<file path="src/gpled_defines.svh">
`ifndef GPLED_DEFINES_SVH
`define GPLED_DEFINES_SVH

// Register map, byte addresses on the AXI4-Lite port
`define GPLED_AW           8
`define GPLED_OFS_DATA_DIR 8'h00
`define GPLED_OFS_CFG      8'h04
`define GPLED_OFS_IRQ      8'h08
`define GPLED_OFS_LED_CFG  8'h0c
`define GPLED_OFS_GLB_IRQ  8'h10

// Field layout: low field in [5:0], high field from this bit up
`define GPLED_HI_LSB       8
`define GPLED_NPINS        6

// Reset values
`define GPLED_RST_PINS     6'h00
`define GPLED_RST_FUN      2'h0

// Bus responses
`define GPLED_RESP_OKAY    2'h0
`define GPLED_RESP_SLVERR  2'h2

// Indication stretch time and clock rate
`define GPLED_STRETCH_MS   80
`define GPLED_CLK_KHZ      250000
`define GPLED_CNT_W        25
`define GPLED_NSTR         9

`endif

</file>
<file path="src/gpled_pkg.sv">
`include "gpled_defines.svh"

package gpled_pkg;

	// Stretcher phases, one-hot
	typedef enum logic [2:0] {
		GPLED_ST_IDLE = 3'h1,
		GPLED_ST_ON   = 3'h2,
		GPLED_ST_OFF  = 3'h4
	} gpled_st_t;

	// LED function codes
	typedef enum logic [1:0] {
		GPLED_FUN_LINK = 2'h0,
		GPLED_FUN_SPLIT = 2'h1,
		GPLED_FUN_TXRX = 2'h2,
		GPLED_FUN_RAW  = 2'h3
	} gpled_fun_t;

	typedef struct packed {
		gpled_st_t              st;
		logic [`GPLED_CNT_W-1:0] cnt;
	} gpled_str_state_t;

	typedef struct packed {
		logic                   awrdy;
		logic                   wrdy;
		logic                   arrdy;
		logic [`GPLED_AW-1:0]   awaddr;
		logic [31:0]            wdata;
		logic [3:0]             wstrb;
		logic                   bvalid;
		logic [1:0]             bresp;
		logic                   rd_pend;
		logic [`GPLED_AW-1:0]   araddr;
		logic                   rvalid;
		logic [31:0]            rdata;
		logic [1:0]             rresp;
	} gpled_axil_state_t;

	typedef struct packed {
		logic [19:0] s1;
		logic [19:0] s2;
		logic [1:0]  ld;
		logic [5:0]  data;
		logic [5:0]  dir;
		logic [5:0]  buft;
		logic [5:0]  pol;
		logic [5:0]  ists;
		logic [5:0]  ien;
		logic [5:0]  led_en;
		gpled_fun_t  fun;
		logic [5:0]  led_pol;
		logic [5:0]  pout;
		logic [5:0]  poe;
		logic [5:0]  ibuf;
		logic        irq;
	} gpled_top_state_t;

endpackage : gpled_pkg

</file>
<file path="src/gpled_stretch.sv">
`timescale 1ns/10ps
`include "gpled_defines.svh"

module gpled_stretch #(
	parameter logic [`GPLED_CNT_W-1:0] LEN = `GPLED_CNT_W'(20000000)
) (
	input  wire logic clk_in,
	input  wire logic rst_n_in,
	input  wire logic trig_in,
	output logic      on_out
);

	gpled_pkg::gpled_str_state_t st_reg;
	gpled_pkg::gpled_str_state_t st_next;

	// Pulse for LEN cycles, then hold off for LEN cycles
	always_comb
	begin
		st_next = st_reg;
		unique case (st_reg.st)
			gpled_pkg::GPLED_ST_IDLE:
				if (trig_in)
				begin
					st_next.st = gpled_pkg::GPLED_ST_ON;
					st_next.cnt = LEN - `GPLED_CNT_W'(1);
				end
			gpled_pkg::GPLED_ST_ON:
				if (st_reg.cnt == '0)
				begin
					st_next.st = gpled_pkg::GPLED_ST_OFF;
					st_next.cnt = LEN - `GPLED_CNT_W'(1);
				end
				else
					st_next.cnt = st_reg.cnt - `GPLED_CNT_W'(1);
			gpled_pkg::GPLED_ST_OFF:
				if (st_reg.cnt == '0)
					st_next.st = gpled_pkg::GPLED_ST_IDLE;
				else
					st_next.cnt = st_reg.cnt - `GPLED_CNT_W'(1);
			default:
				st_next.st = gpled_pkg::GPLED_ST_IDLE;
		endcase
	end

	// State register
	always_ff @(posedge clk_in or negedge rst_n_in)
	begin
		if (!rst_n_in)
			st_reg <= '{st: gpled_pkg::GPLED_ST_IDLE, cnt: '0};
		else
			st_reg <= st_next;
	end

	assign on_out = (st_reg.st == gpled_pkg::GPLED_ST_ON);
endmodule : gpled_stretch

</file>
<file path="src/gpled_axil.sv">
`timescale 1ns/10ps
`include "gpled_defines.svh"

module gpled_axil (
	input  wire logic                 clk_in,
	input  wire logic                 rst_n_in,
	input  wire logic [`GPLED_AW-1:0] s_axi_awaddr_in,
	input  wire logic                 s_axi_awvalid_in,
	output logic                      s_axi_awready_out,
	input  wire logic [31:0]          s_axi_wdata_in,
	input  wire logic [3:0]           s_axi_wstrb_in,
	input  wire logic                 s_axi_wvalid_in,
	output logic                      s_axi_wready_out,
	output logic [1:0]                s_axi_bresp_out,
	output logic                      s_axi_bvalid_out,
	input  wire logic                 s_axi_bready_in,
	input  wire logic [`GPLED_AW-1:0] s_axi_araddr_in,
	input  wire logic                 s_axi_arvalid_in,
	output logic                      s_axi_arready_out,
	output logic [31:0]               s_axi_rdata_out,
	output logic [1:0]                s_axi_rresp_out,
	output logic                      s_axi_rvalid_out,
	input  wire logic                 s_axi_rready_in,
	output logic                      wr_en_out,
	output logic [`GPLED_AW-1:0]      wr_addr_out,
	output logic [31:0]               wr_data_out,
	output logic [3:0]                wr_strb_out,
	input  wire logic                 wr_err_in,
	output logic                      rd_en_out,
	output logic [`GPLED_AW-1:0]      rd_addr_out,
	input  wire logic [31:0]          rd_data_in,
	input  wire logic                 rd_err_in
);

	localparam gpled_pkg::gpled_axil_state_t RST =
		'{awrdy: 1'h1, wrdy: 1'h1, arrdy: 1'h1, default: '0};

	gpled_pkg::gpled_axil_state_t st_reg;
	gpled_pkg::gpled_axil_state_t st_next;
	logic                         wr_go;

	// Write fires once address and data are both held
	assign wr_go = !st_reg.awrdy && !st_reg.wrdy && !st_reg.bvalid;

	// Channel handshakes
	always_comb
	begin
		st_next = st_reg;
		if (s_axi_awvalid_in && st_reg.awrdy)
		begin
			st_next.awrdy = 1'h0;
			st_next.awaddr = s_axi_awaddr_in;
		end
		if (s_axi_wvalid_in && st_reg.wrdy)
		begin
			st_next.wrdy = 1'h0;
			st_next.wdata = s_axi_wdata_in;
			st_next.wstrb = s_axi_wstrb_in;
		end
		if (wr_go)
		begin
			st_next.bvalid = 1'h1;
			st_next.bresp = wr_err_in ? `GPLED_RESP_SLVERR
				: `GPLED_RESP_OKAY;
		end
		if (st_reg.bvalid && s_axi_bready_in)
		begin
			st_next.bvalid = 1'h0;
			st_next.awrdy = 1'h1;
			st_next.wrdy = 1'h1;
		end
		if (s_axi_arvalid_in && st_reg.arrdy)
		begin
			st_next.arrdy = 1'h0;
			st_next.araddr = s_axi_araddr_in;
			st_next.rd_pend = 1'h1;
		end
		if (st_reg.rd_pend)
		begin
			st_next.rd_pend = 1'h0;
			st_next.rvalid = 1'h1;
			st_next.rdata = rd_data_in;
			st_next.rresp = rd_err_in ? `GPLED_RESP_SLVERR
				: `GPLED_RESP_OKAY;
		end
		if (st_reg.rvalid && s_axi_rready_in)
		begin
			st_next.rvalid = 1'h0;
			st_next.arrdy = 1'h1;
		end
	end

	// State register
	always_ff @(posedge clk_in or negedge rst_n_in)
	begin
		if (!rst_n_in)
			st_reg <= RST;
		else
			st_reg <= st_next;
	end

	// Bus and register-side outputs
	assign s_axi_awready_out = st_reg.awrdy;
	assign s_axi_wready_out  = st_reg.wrdy;
	assign s_axi_bvalid_out  = st_reg.bvalid;
	assign s_axi_bresp_out   = st_reg.bresp;
	assign s_axi_arready_out = st_reg.arrdy;
	assign s_axi_rvalid_out  = st_reg.rvalid;
	assign s_axi_rdata_out   = st_reg.rdata;
	assign s_axi_rresp_out   = st_reg.rresp;
	assign wr_en_out         = wr_go;
	assign wr_addr_out       = st_reg.awaddr;
	assign wr_data_out       = st_reg.wdata;
	assign wr_strb_out       = st_reg.wstrb;
	assign rd_en_out         = st_reg.rd_pend;
	assign rd_addr_out       = st_reg.araddr;

endmodule : gpled_axil

</file>
<file path="src/gpled_top.sv">
`timescale 1ns/10ps
`include "gpled_defines.svh"

// Overview of operation
// Six pins: input, push-pull, open-drain, interrupt
// Reset clears all direction bits: inputs
// Reset clears all pin interrupt enables
// Reset clears polarity: low-level interrupt trigger
// Buffer-type bit picks push-pull or open-drain
// Open-drain: data 0 drives low, 1 floats
// Push-pull drives the data bit level
// Input pin data read returns sampled level
// Per-pin status bit plus separate enable bit
// Enabled statuses ORed into global pin event
// Polarity set: high sets status; else low
// LED enable: LED output, input buffer off
// LED enable, function, polarity from straps
// Function 00b pin mapping
// Function 01b pin mapping
// Function 10b pin mapping
// Active drives inverse polarity; inactive floats
// Activity pulses 80ms, then 80ms minimum off
// Link/activity: steady link, 80ms dark blink
// Function 11b: push-pull raw frame enables
// LED mode overrides general-purpose pin settings
// Interrupt compare uses synchronised pin copy

module gpled_top #(
	parameter int unsigned STRETCH_CYCLES =
		`GPLED_STRETCH_MS * `GPLED_CLK_KHZ
) (
	input  wire logic                 core_clk_in,
	input  wire logic                 rst_b_in,
	input  wire logic [`GPLED_AW-1:0] s_axi_awaddr_in,
	input  wire logic                 s_axi_awvalid_in,
	output logic                      s_axi_awready_out,
	input  wire logic [31:0]          s_axi_wdata_in,
	input  wire logic [3:0]           s_axi_wstrb_in,
	input  wire logic                 s_axi_wvalid_in,
	output logic                      s_axi_wready_out,
	output logic [1:0]                s_axi_bresp_out,
	output logic                      s_axi_bvalid_out,
	input  wire logic                 s_axi_bready_in,
	input  wire logic [`GPLED_AW-1:0] s_axi_araddr_in,
	input  wire logic                 s_axi_arvalid_in,
	output logic                      s_axi_arready_out,
	output logic [31:0]               s_axi_rdata_out,
	output logic [1:0]                s_axi_rresp_out,
	output logic                      s_axi_rvalid_out,
	input  wire logic                 s_axi_rready_in,
	input  wire logic [5:0]           pin_lvl_in,
	output logic [5:0]                pin_drive_out,
	output logic [5:0]                pin_oe_out,
	output logic [5:0]                pin_ibuf_en_out,
	output logic                      pin_irq_out,
	input  wire logic [5:0]           led_en_strap_in,
	input  wire logic [1:0]           led_fun_strap_in,
	input  wire logic [5:0]           led_pol_strap_in,
	input  wire logic                 port1_phy_en_in,
	input  wire logic [2:1]           port_link_in,
	input  wire logic [2:1]           port_spd100_in,
	input  wire logic [2:1]           port_fdx_in,
	input  wire logic [2:1]           port_col_in,
	input  wire logic [2:0]           mii_tx_en_in,
	input  wire logic [2:0]           mii_rx_dv_in
);

	logic                         rst_meta_reg;
	logic                         rst_n;
	gpled_pkg::gpled_top_state_t  st_reg;
	gpled_pkg::gpled_top_state_t  st_next;
	logic                         wr_en;
	logic [`GPLED_AW-1:0]         wr_addr;
	logic [31:0]                  wr_data;
	logic [3:0]                   wr_strb;
	logic                         wr_err;
	logic                         rd_en;
	logic [`GPLED_AW-1:0]         rd_addr;
	logic [31:0]                  rd_data;
	logic                         rd_err;
	logic [`GPLED_NSTR-1:0]       trig;
	logic [`GPLED_NSTR-1:0]       strd;
	logic [2:1]                   la;
	logic [2:1]                   dc;
	logic [2:1]                   sp;
	logic [2:1]                   l100;
	logic [2:1]                   l10;
	logic [5:0]                   led_func;
	logic [5:0]                   pin_rd;
	logic                         irq_src;

	// Reset release through two flip-flops
	always_ff @(posedge core_clk_in or negedge rst_b_in)
	begin
		if (!rst_b_in)
		begin
			rst_meta_reg <= 1'h0;
			rst_n <= 1'h0;
		end
		else
		begin
			rst_meta_reg <= 1'h1;
			rst_n <= rst_meta_reg;
		end
	end

	gpled_axil u_axil (
		.clk_in            (core_clk_in),
		.rst_n_in          (rst_n),
		.s_axi_awaddr_in   (s_axi_awaddr_in),
		.s_axi_awvalid_in  (s_axi_awvalid_in),
		.s_axi_awready_out (s_axi_awready_out),
		.s_axi_wdata_in    (s_axi_wdata_in),
		.s_axi_wstrb_in    (s_axi_wstrb_in),
		.s_axi_wvalid_in   (s_axi_wvalid_in),
		.s_axi_wready_out  (s_axi_wready_out),
		.s_axi_bresp_out   (s_axi_bresp_out),
		.s_axi_bvalid_out  (s_axi_bvalid_out),
		.s_axi_bready_in   (s_axi_bready_in),
		.s_axi_araddr_in   (s_axi_araddr_in),
		.s_axi_arvalid_in  (s_axi_arvalid_in),
		.s_axi_arready_out (s_axi_arready_out),
		.s_axi_rdata_out   (s_axi_rdata_out),
		.s_axi_rresp_out   (s_axi_rresp_out),
		.s_axi_rvalid_out  (s_axi_rvalid_out),
		.s_axi_rready_in   (s_axi_rready_in),
		.wr_en_out         (wr_en),
		.wr_addr_out       (wr_addr),
		.wr_data_out       (wr_data),
		.wr_strb_out       (wr_strb),
		.wr_err_in         (wr_err),
		.rd_en_out         (rd_en),
		.rd_addr_out       (rd_addr),
		.rd_data_in        (rd_data),
		.rd_err_in         (rd_err)
	);

	// Traffic and collision sources to stretch
	assign trig = {port_col_in[2], port_col_in[1],
		mii_tx_en_in[2] | mii_rx_dv_in[2],
		mii_tx_en_in[1] | mii_rx_dv_in[1],
		mii_tx_en_in[0] | mii_rx_dv_in[0],
		mii_rx_dv_in[1], mii_tx_en_in[1],
		mii_rx_dv_in[0], mii_tx_en_in[0]};

	genvar gi;
	generate
		for (gi = 0; gi < `GPLED_NSTR; gi++)
		begin : g_str
			gpled_stretch #(
				.LEN (`GPLED_CNT_W'(STRETCH_CYCLES))
			) u_str (
				.clk_in   (core_clk_in),
				.rst_n_in (rst_n),
				.trig_in  (trig[gi]),
				.on_out   (strd[gi])
			);
		end
	endgenerate

	// Per-port indications
	always_comb
	begin
		for (int p = 1; p <= 2; p++)
		begin
			la[p] = port_link_in[p] && !strd[4 + p];
			dc[p] = port_link_in[p] && (port_fdx_in[p] || strd[6 + p]);
			sp[p] = port_link_in[p] && port_spd100_in[p];
			l100[p] = la[p] && port_spd100_in[p];
			l10[p] = la[p] && !port_spd100_in[p];
		end
	end

	// Function-code pin mapping
	always_comb
	begin
		unique case (st_reg.fun)
			gpled_pkg::GPLED_FUN_LINK:
				led_func = {la[2], dc[2], sp[2],
					port1_phy_en_in ? la[1] : strd[5],
					port1_phy_en_in ? dc[1] : 1'h0,
					port1_phy_en_in ? sp[1] : strd[4]};
			gpled_pkg::GPLED_FUN_SPLIT:
				led_func = {l100[2], dc[2], l10[2],
					port1_phy_en_in ? l100[1] : strd[5],
					port1_phy_en_in ? dc[1] : 1'h0,
					port1_phy_en_in ? l10[1] : strd[4]};
			gpled_pkg::GPLED_FUN_TXRX:
				led_func = {strd[0], la[2], sp[2], strd[1],
					port1_phy_en_in ? la[1] : strd[2],
					port1_phy_en_in ? sp[1] : strd[3]};
			gpled_pkg::GPLED_FUN_RAW:
				led_func = {mii_tx_en_in[0], mii_tx_en_in[2],
					mii_rx_dv_in[2], mii_rx_dv_in[0],
					mii_tx_en_in[1], mii_rx_dv_in[1]};
		endcase
	end

	// Register read mux and decode
	assign irq_src = |(st_reg.ists & st_reg.ien);
	assign pin_rd = ((st_reg.dir | st_reg.led_en) & st_reg.data)
		| (~(st_reg.dir | st_reg.led_en) & st_reg.s2[5:0]);
	always_comb
	begin
		rd_err = 1'h0;
		unique case (rd_addr)
			`GPLED_OFS_DATA_DIR: rd_data = {18'h0, st_reg.dir, 2'h0, pin_rd};
			`GPLED_OFS_CFG: rd_data = {18'h0, st_reg.pol, 2'h0, st_reg.buft};
			`GPLED_OFS_IRQ: rd_data = {18'h0, st_reg.ien, 2'h0, st_reg.ists};
			`GPLED_OFS_LED_CFG:
				rd_data = {22'h0, st_reg.fun, 2'h0, st_reg.led_en};
			`GPLED_OFS_GLB_IRQ: rd_data = {31'h0, st_reg.irq};
			default:
			begin
				rd_data = 32'h0;
				rd_err = 1'h1;
			end
		endcase
	end
	assign wr_err = !(wr_addr inside {`GPLED_OFS_DATA_DIR, `GPLED_OFS_CFG,
		`GPLED_OFS_IRQ, `GPLED_OFS_LED_CFG, `GPLED_OFS_GLB_IRQ});

	// Next state: sync, straps, registers, pin drive
	always_comb
	begin
		st_next = st_reg;
		st_next.s1 = {led_pol_strap_in, led_fun_strap_in, led_en_strap_in,
			pin_lvl_in};
		st_next.s2 = st_reg.s1;
		if (st_reg.ld != 2'h3)
			st_next.ld = st_reg.ld + 2'h1;
		if (st_reg.ld == 2'h2)
		begin
			st_next.led_en = st_reg.s2[11:6];
			st_next.fun = gpled_pkg::gpled_fun_t'(st_reg.s2[13:12]);
			st_next.led_pol = st_reg.s2[19:14];
		end
		if (wr_en && wr_strb[0])
			unique case (wr_addr)
				`GPLED_OFS_DATA_DIR: st_next.data = wr_data[5:0];
				`GPLED_OFS_CFG: st_next.buft = wr_data[5:0];
				`GPLED_OFS_IRQ: st_next.ists = st_reg.ists & ~wr_data[5:0];
				`GPLED_OFS_LED_CFG: st_next.led_en = wr_data[5:0];
				default: ;
			endcase
		if (wr_en && wr_strb[1])
			unique case (wr_addr)
				`GPLED_OFS_DATA_DIR: st_next.dir = wr_data[13:8];
				`GPLED_OFS_CFG: st_next.pol = wr_data[13:8];
				`GPLED_OFS_IRQ: st_next.ien = wr_data[13:8];
				`GPLED_OFS_LED_CFG:
					st_next.fun = gpled_pkg::gpled_fun_t'(wr_data[9:8]);
				default: ;
			endcase
		for (int i = 0; i < `GPLED_NPINS; i++)
		begin
			// Level match sets status once the synchroniser holds real
			// pin levels; set wins over clear
			if (st_reg.ld[1] && !st_reg.led_en[i]
				&& st_reg.s2[i] == st_reg.pol[i])
				st_next.ists[i] = 1'h1;
			if (st_reg.led_en[i])
			begin
				st_next.ibuf[i] = 1'h0;
				if (st_reg.fun == gpled_pkg::GPLED_FUN_RAW)
				begin
					st_next.poe[i] = 1'h1;
					st_next.pout[i] = led_func[i];
				end
				else
				begin
					st_next.poe[i] = led_func[i];
					st_next.pout[i] = !st_reg.led_pol[i];
				end
			end
			else
			begin
				st_next.ibuf[i] = 1'h1;
				if (!st_reg.dir[i])
				begin
					st_next.poe[i] = 1'h0;
					st_next.pout[i] = 1'h0;
				end
				else if (st_reg.buft[i])
				begin
					st_next.poe[i] = 1'h1;
					st_next.pout[i] = st_reg.data[i];
				end
				else
				begin
					st_next.poe[i] = !st_reg.data[i];
					st_next.pout[i] = 1'h0;
				end
			end
		end
		st_next.irq = irq_src;
	end

	// State register; reset clears direction, enables, polarity
	always_ff @(posedge core_clk_in or negedge rst_n)
	begin
		if (!rst_n)
			st_reg <= '{fun: gpled_pkg::GPLED_FUN_LINK, ibuf: 6'h3f,
				default: '0};
		else
			st_reg <= st_next;
	end

	assign pin_drive_out   = st_reg.pout;
	assign pin_oe_out      = st_reg.poe;
	assign pin_ibuf_en_out = st_reg.ibuf;
	assign pin_irq_out     = st_reg.irq;

	generate
		for (gi = 0; gi < `GPLED_NPINS; gi++)
		begin : g_chk

		end
	endgenerate
endmodule : gpled_top

</file>
<file path="config.mk">
export PLATFORM = sky130hd
export DESIGN_NAME = gpled_top
export DESIGN_NICKNAME = d
export VERILOG_FILES = /design/src/gpled_pkg.sv /design/src/gpled_stretch.sv /design/src/gpled_axil.sv /design/src/gpled_top.sv
export VERILOG_INCLUDE_DIRS = /design/src
export SDC_FILE = /design/constraint.sdc
export NUM_CORES = 1
export LEC_CHECK = 0
export BUFFER_PORTS_ARGS = -buffer_cell sky130_fd_sc_hd__buf_4
export CAP_MARGIN = 10
export CORE_MARGIN = 2
export CORE_UTILIZATION = 57
export CTS_CLUSTER_SIZE = 20
export DETAILED_ROUTE_END_ITERATION = 8
export PLACE_DENSITY_LB_ADDON = 0.15
export SETUP_SLACK_MARGIN = 0.02
export SYNTH_ARGS = -nofsm -noshare
export SYNTH_HDL_FRONTEND = slang
export SYNTH_SLANG_ARGS = --single-unit
</file>
<file path="constraint.sdc">
create_clock -name core_clk_in -period 20.9 [get_ports core_clk_in]
set_input_delay 2.09 -clock core_clk_in [delete_from_list [all_inputs] [get_ports core_clk_in]]
set_output_delay 2.09 -clock core_clk_in [all_outputs]
set_load 0.05 [all_outputs]
</file>
==> impl_metrics.env <==
export IMPL_dr_pass1_iters=5
export IMPL_crit_path_max_fanout=9
export IMPL_syn_avg_cell_area_um2=10.31
export IMPL_max_cap_violations=0
export IMPL_tightest_slew_ns=1.120
export IMPL_synth_main_ff_cell="dfrtp_1"
export IMPL_ys_seq_area_share_pct=51.36
export IMPL_grtUsageTotal_pct=25.04
export IMPL_final_layout_size_suffix_gt1_share_pct=15.74
export IMPL_synth_edf_count=0
export IMPL_synth_area_leaders="dfrtp_1, xnor2_1, mux2_2"
export IMPL_period_share_pct=18.29
export IMPL_cts_tree="built"
export IMPL_io_pins=154
export IMPL_hold_violations=0
export IMPL_vdd_drop_max_mv=0.1323
export IMPL_fin_worst_skew_ns=0.01741
export IMPL_rr_startpoint="rst_n"
export IMPL_fin_total_pwr_uw=2152
export IMPL_clock_latency_ns=0.58
export IMPL_synth_cells=1965
export IMPL_path_cells="buf_4, nor2_1, o32ai_1, nand4_1, or3_1, or4_1, nand2_1"
export IMPL_portBuffers=109
export IMPL_critPathBufInv=1
export IMPL_critPathTopFamily="simple AND/OR/NAND/NOR gates"
export IMPL_critPathRequiredTime_ns=21.41
export IMPL_gp_congestion=0.8432
export IMPL_grt_overflow_total=0
export IMPL_synth_warnings=0
export IMPL_fin_ws_ns=17.08
export IMPL_cts_root_buffer="clkbuf_16"
export IMPL_r2r_slack_ns=17.56
export IMPL_num_fill_cells=2825
export IMPL_p_per_area_nw_per_um2=94.59
export IMPL_hold_class="reg -> async"
export IMPL_cts_max_level=2
export IMPL_crit_arrival_ns=4.33
export IMPL_core_area_um2=35310
export IMPL_ys_types=77
export IMPL_r2r_cells=3
export IMPL_met1_length_um=20940
export IMPL_fin_tns_setup_ns=0
export IMPL_utilization_pct=64.42
export IMPL_vias_per_cell=5.934
export IMPL_ys_ff_latch=415
export IMPL_critical_path_class="in -> reg"
export IMPL_grt_setup_unrepaired="false"
export IMPL_wl_met3_um=2594
export IMPL_drc=0
export IMPL_max_freq_ghz=0.2617
export IMPL_hpwl_um=30660
export IMPL_grt_max_degree=173
export IMPL_cts_buffers=45
export IMPL_p_leak_uw=0.009221
export IMPL_reg2reg_to="g_str[5].u_str.st_reg[16]"
export IMPL_async_flop_share_pct=100.0
export IMPL_drt_iter0_markers=1004
export IMPL_relSlewSlack_pct=25.33
export IMPL_yosysTopAreaCell="dfrtp_1"
export IMPL_grt_pass1_wl_um=74840
export IMPL_top_layer_used="met4"
export IMPL_netlist_area_um2=20260
export IMPL_wl_um=44880
export IMPL_grt_antenna_before_repair=1
export IMPL_cp_end_kind="register"
export IMPL_worst_path_max_delay_cell="o32ai_1"
export IMPL_post_cts_buffers=0
export IMPL_dieArea_um2=37070
export IMPL_fin_nets=2156
export IMPL_cp_start_kind="input port"
export IMPL_cts_sinks=415
export IMPL_report_final_slew_viol_count=0
export IMPL_area_delta_synth_final_pct=12.26
export IMPL_largest_reg_flops=252
export IMPL_status="complete, no violations"
export IMPL_first_global_vias=14650
export IMPL_critPathMaxStageDelay_ns=0.58
export IMPL_post_drt_wl_per_cell_um=17.63
export IMPL_wl_met2_um=20310
export IMPL_rows=69
export IMPL_finalSetupViolCount=0
export IMPL_num_vias=15110
export IMPL_cts_hold_buf=0
export IMPL_fp_dieW_um=192.5
export IMPL_netlist_area_leader_share_pct=49.03
export IMPL_timing_final_crit_period_ns=3.822
export IMPL_start_util_pct=57.39
export IMPL_clk_pin_slew_ns=0.06
export IMPL_cts_max_path_buffers=3
export IMPL_ant_nets=0
export IMPL_fp_dieH_um=192.5
export IMPL_dp_slack_ns=16.49
export IMPL_cts_resized=0
[worst max path at each step]
stage                    startpoint                        end  slack (ns)  depth (start not counted)
floorplan                     rst_n   g_str[0].u_str.st_reg[0]        8.51                          0
global placement    mii_rx_dv_in[1]  g_str[5].u_str.st_reg[19]       16.53                          7
detailed placement  mii_rx_dv_in[1]  g_str[5].u_str.st_reg[17]       16.49                          7
CTS                 mii_rx_dv_in[1]  g_str[5].u_str.st_reg[19]       17.08                          7
global route        mii_tx_en_in[0]  g_str[0].u_str.st_reg[15]       16.94                          7
finish              mii_rx_dv_in[1]  g_str[5].u_str.st_reg[19]       17.08                          7
[final cells by class]
| class | instances | area [um2] | share of cell area, % |
|---|---|---|---|
| Sequential cell | 415 | 10410 | 45.77 |
| Multi-Input combinational cell | 1413 | 9178 | 40.34 |
| Clock buffer | 70 | 1373 | 6.034 |
| Timing Repair Buffer | 116 | 883.3 | 3.883 |
| Tap cell | 461 | 576.8 | 2.536 |
| Inverter | 56 | 210.2 | 0.9240 |
| Clock inverter | 14 | 113.9 | 0.5005 |
| Antenna cell | 1 | 2.502 | 0.01100 |
[cell families (layout without fill, tap and decap cells)]
kind of cell / after synthesis / count (layout) / synth area share, %
AND/OR/NAND/NOR: 784 / 784 / 20.36
flip-flops: 415 / 415 / 51.36
AO/OA/AOI/OAI: 341 / 341 / 11.28
buffers and inverters: 158 / 256 / 3.767
XOR/XNOR: 154 / 154 / 6.656
multiplexers: 96 / 96 / 5.613
adder cells (fa/ha/maj): 15 / 15 / 0.9262
other: 2 / 24 / 0.03706
[layout by cell type (no fill, tap or decap), types with 10 or more instances in the layout]
master     count
buf_4        115
nor2b_1       14
nand2b_1      25
xnor2_1      105
a22o_1        11
xor2_1        49
nand2_1      173
nor2_1       180
dfstp_2       18
a21oi_1       63
o21ai_1       10
nand3b_1      17
clkbuf_8      11
or3_1         59
nand4_1       19
nand3_1       50
or2_2         16
a2111oi_0     13
nor3_1        62
o31ai_1       13
or4_1         35
nor4_1        55
o211ai_1      31
o21ai_0       90
o41ai_1       11
clkbuf_16     47
inv_1         56
dfrtp_1      396
ha_1          15
a21o_1        10
mux2i_1       18
a211oi_1      16
mux2_2        71
conb_1        23
clkbuf_1      12
nor3b_1       17
[cells in the mapped netlist (all sizes together), types with 16 or more instances]
master / number
dfrtp: 397
nor2: 180
nand2: 174
xnor2: 105
o21ai: 100
mux2: 71
a21oi: 65
nor3: 62
nor4: 61
or3: 60
buf: 57
inv: 56
nand3: 50
xor2: 49
clkbuf: 45
or4: 40
o211ai: 31
nand2b: 27
nand4: 19
dfstp: 18
mux2i: 18
nand3b: 17
nor3b: 17
or2: 17
a211oi: 16
o31ai: 16
[metrics by stage]
stage	area (um2)	cells	hold slack (ns)
finish	22750	2546	0.3049
global route	22750	2546	0.3478
CTS	22750	2545	0.3220
detailed placement	21260	2461	0.3154
global placement	21260	2461	0.3163
floorplan	20340	1986	0.3312
[where the power goes]
| part | switching, uW | internal [uW] | total (uW) |
|---|---|---|---|
| clock network | 327 | 465 | 792 |
| logic | 217 | 143 | 360 |
| registers | 107 | 892 | 999 |
[per-layer routing]
| layer | up-vias | GRT usage [%] |
|---|---|---|
| met5 | - | 0 |
| met4 | 0 | 6.929 |
| met3 | 74 | 4.874 |
| met2 | 389 | 38.53 |
| met1 | 7454 | 36.40 |
| li1 | 7191 | - |
Power figures use the tool's default switching activity.
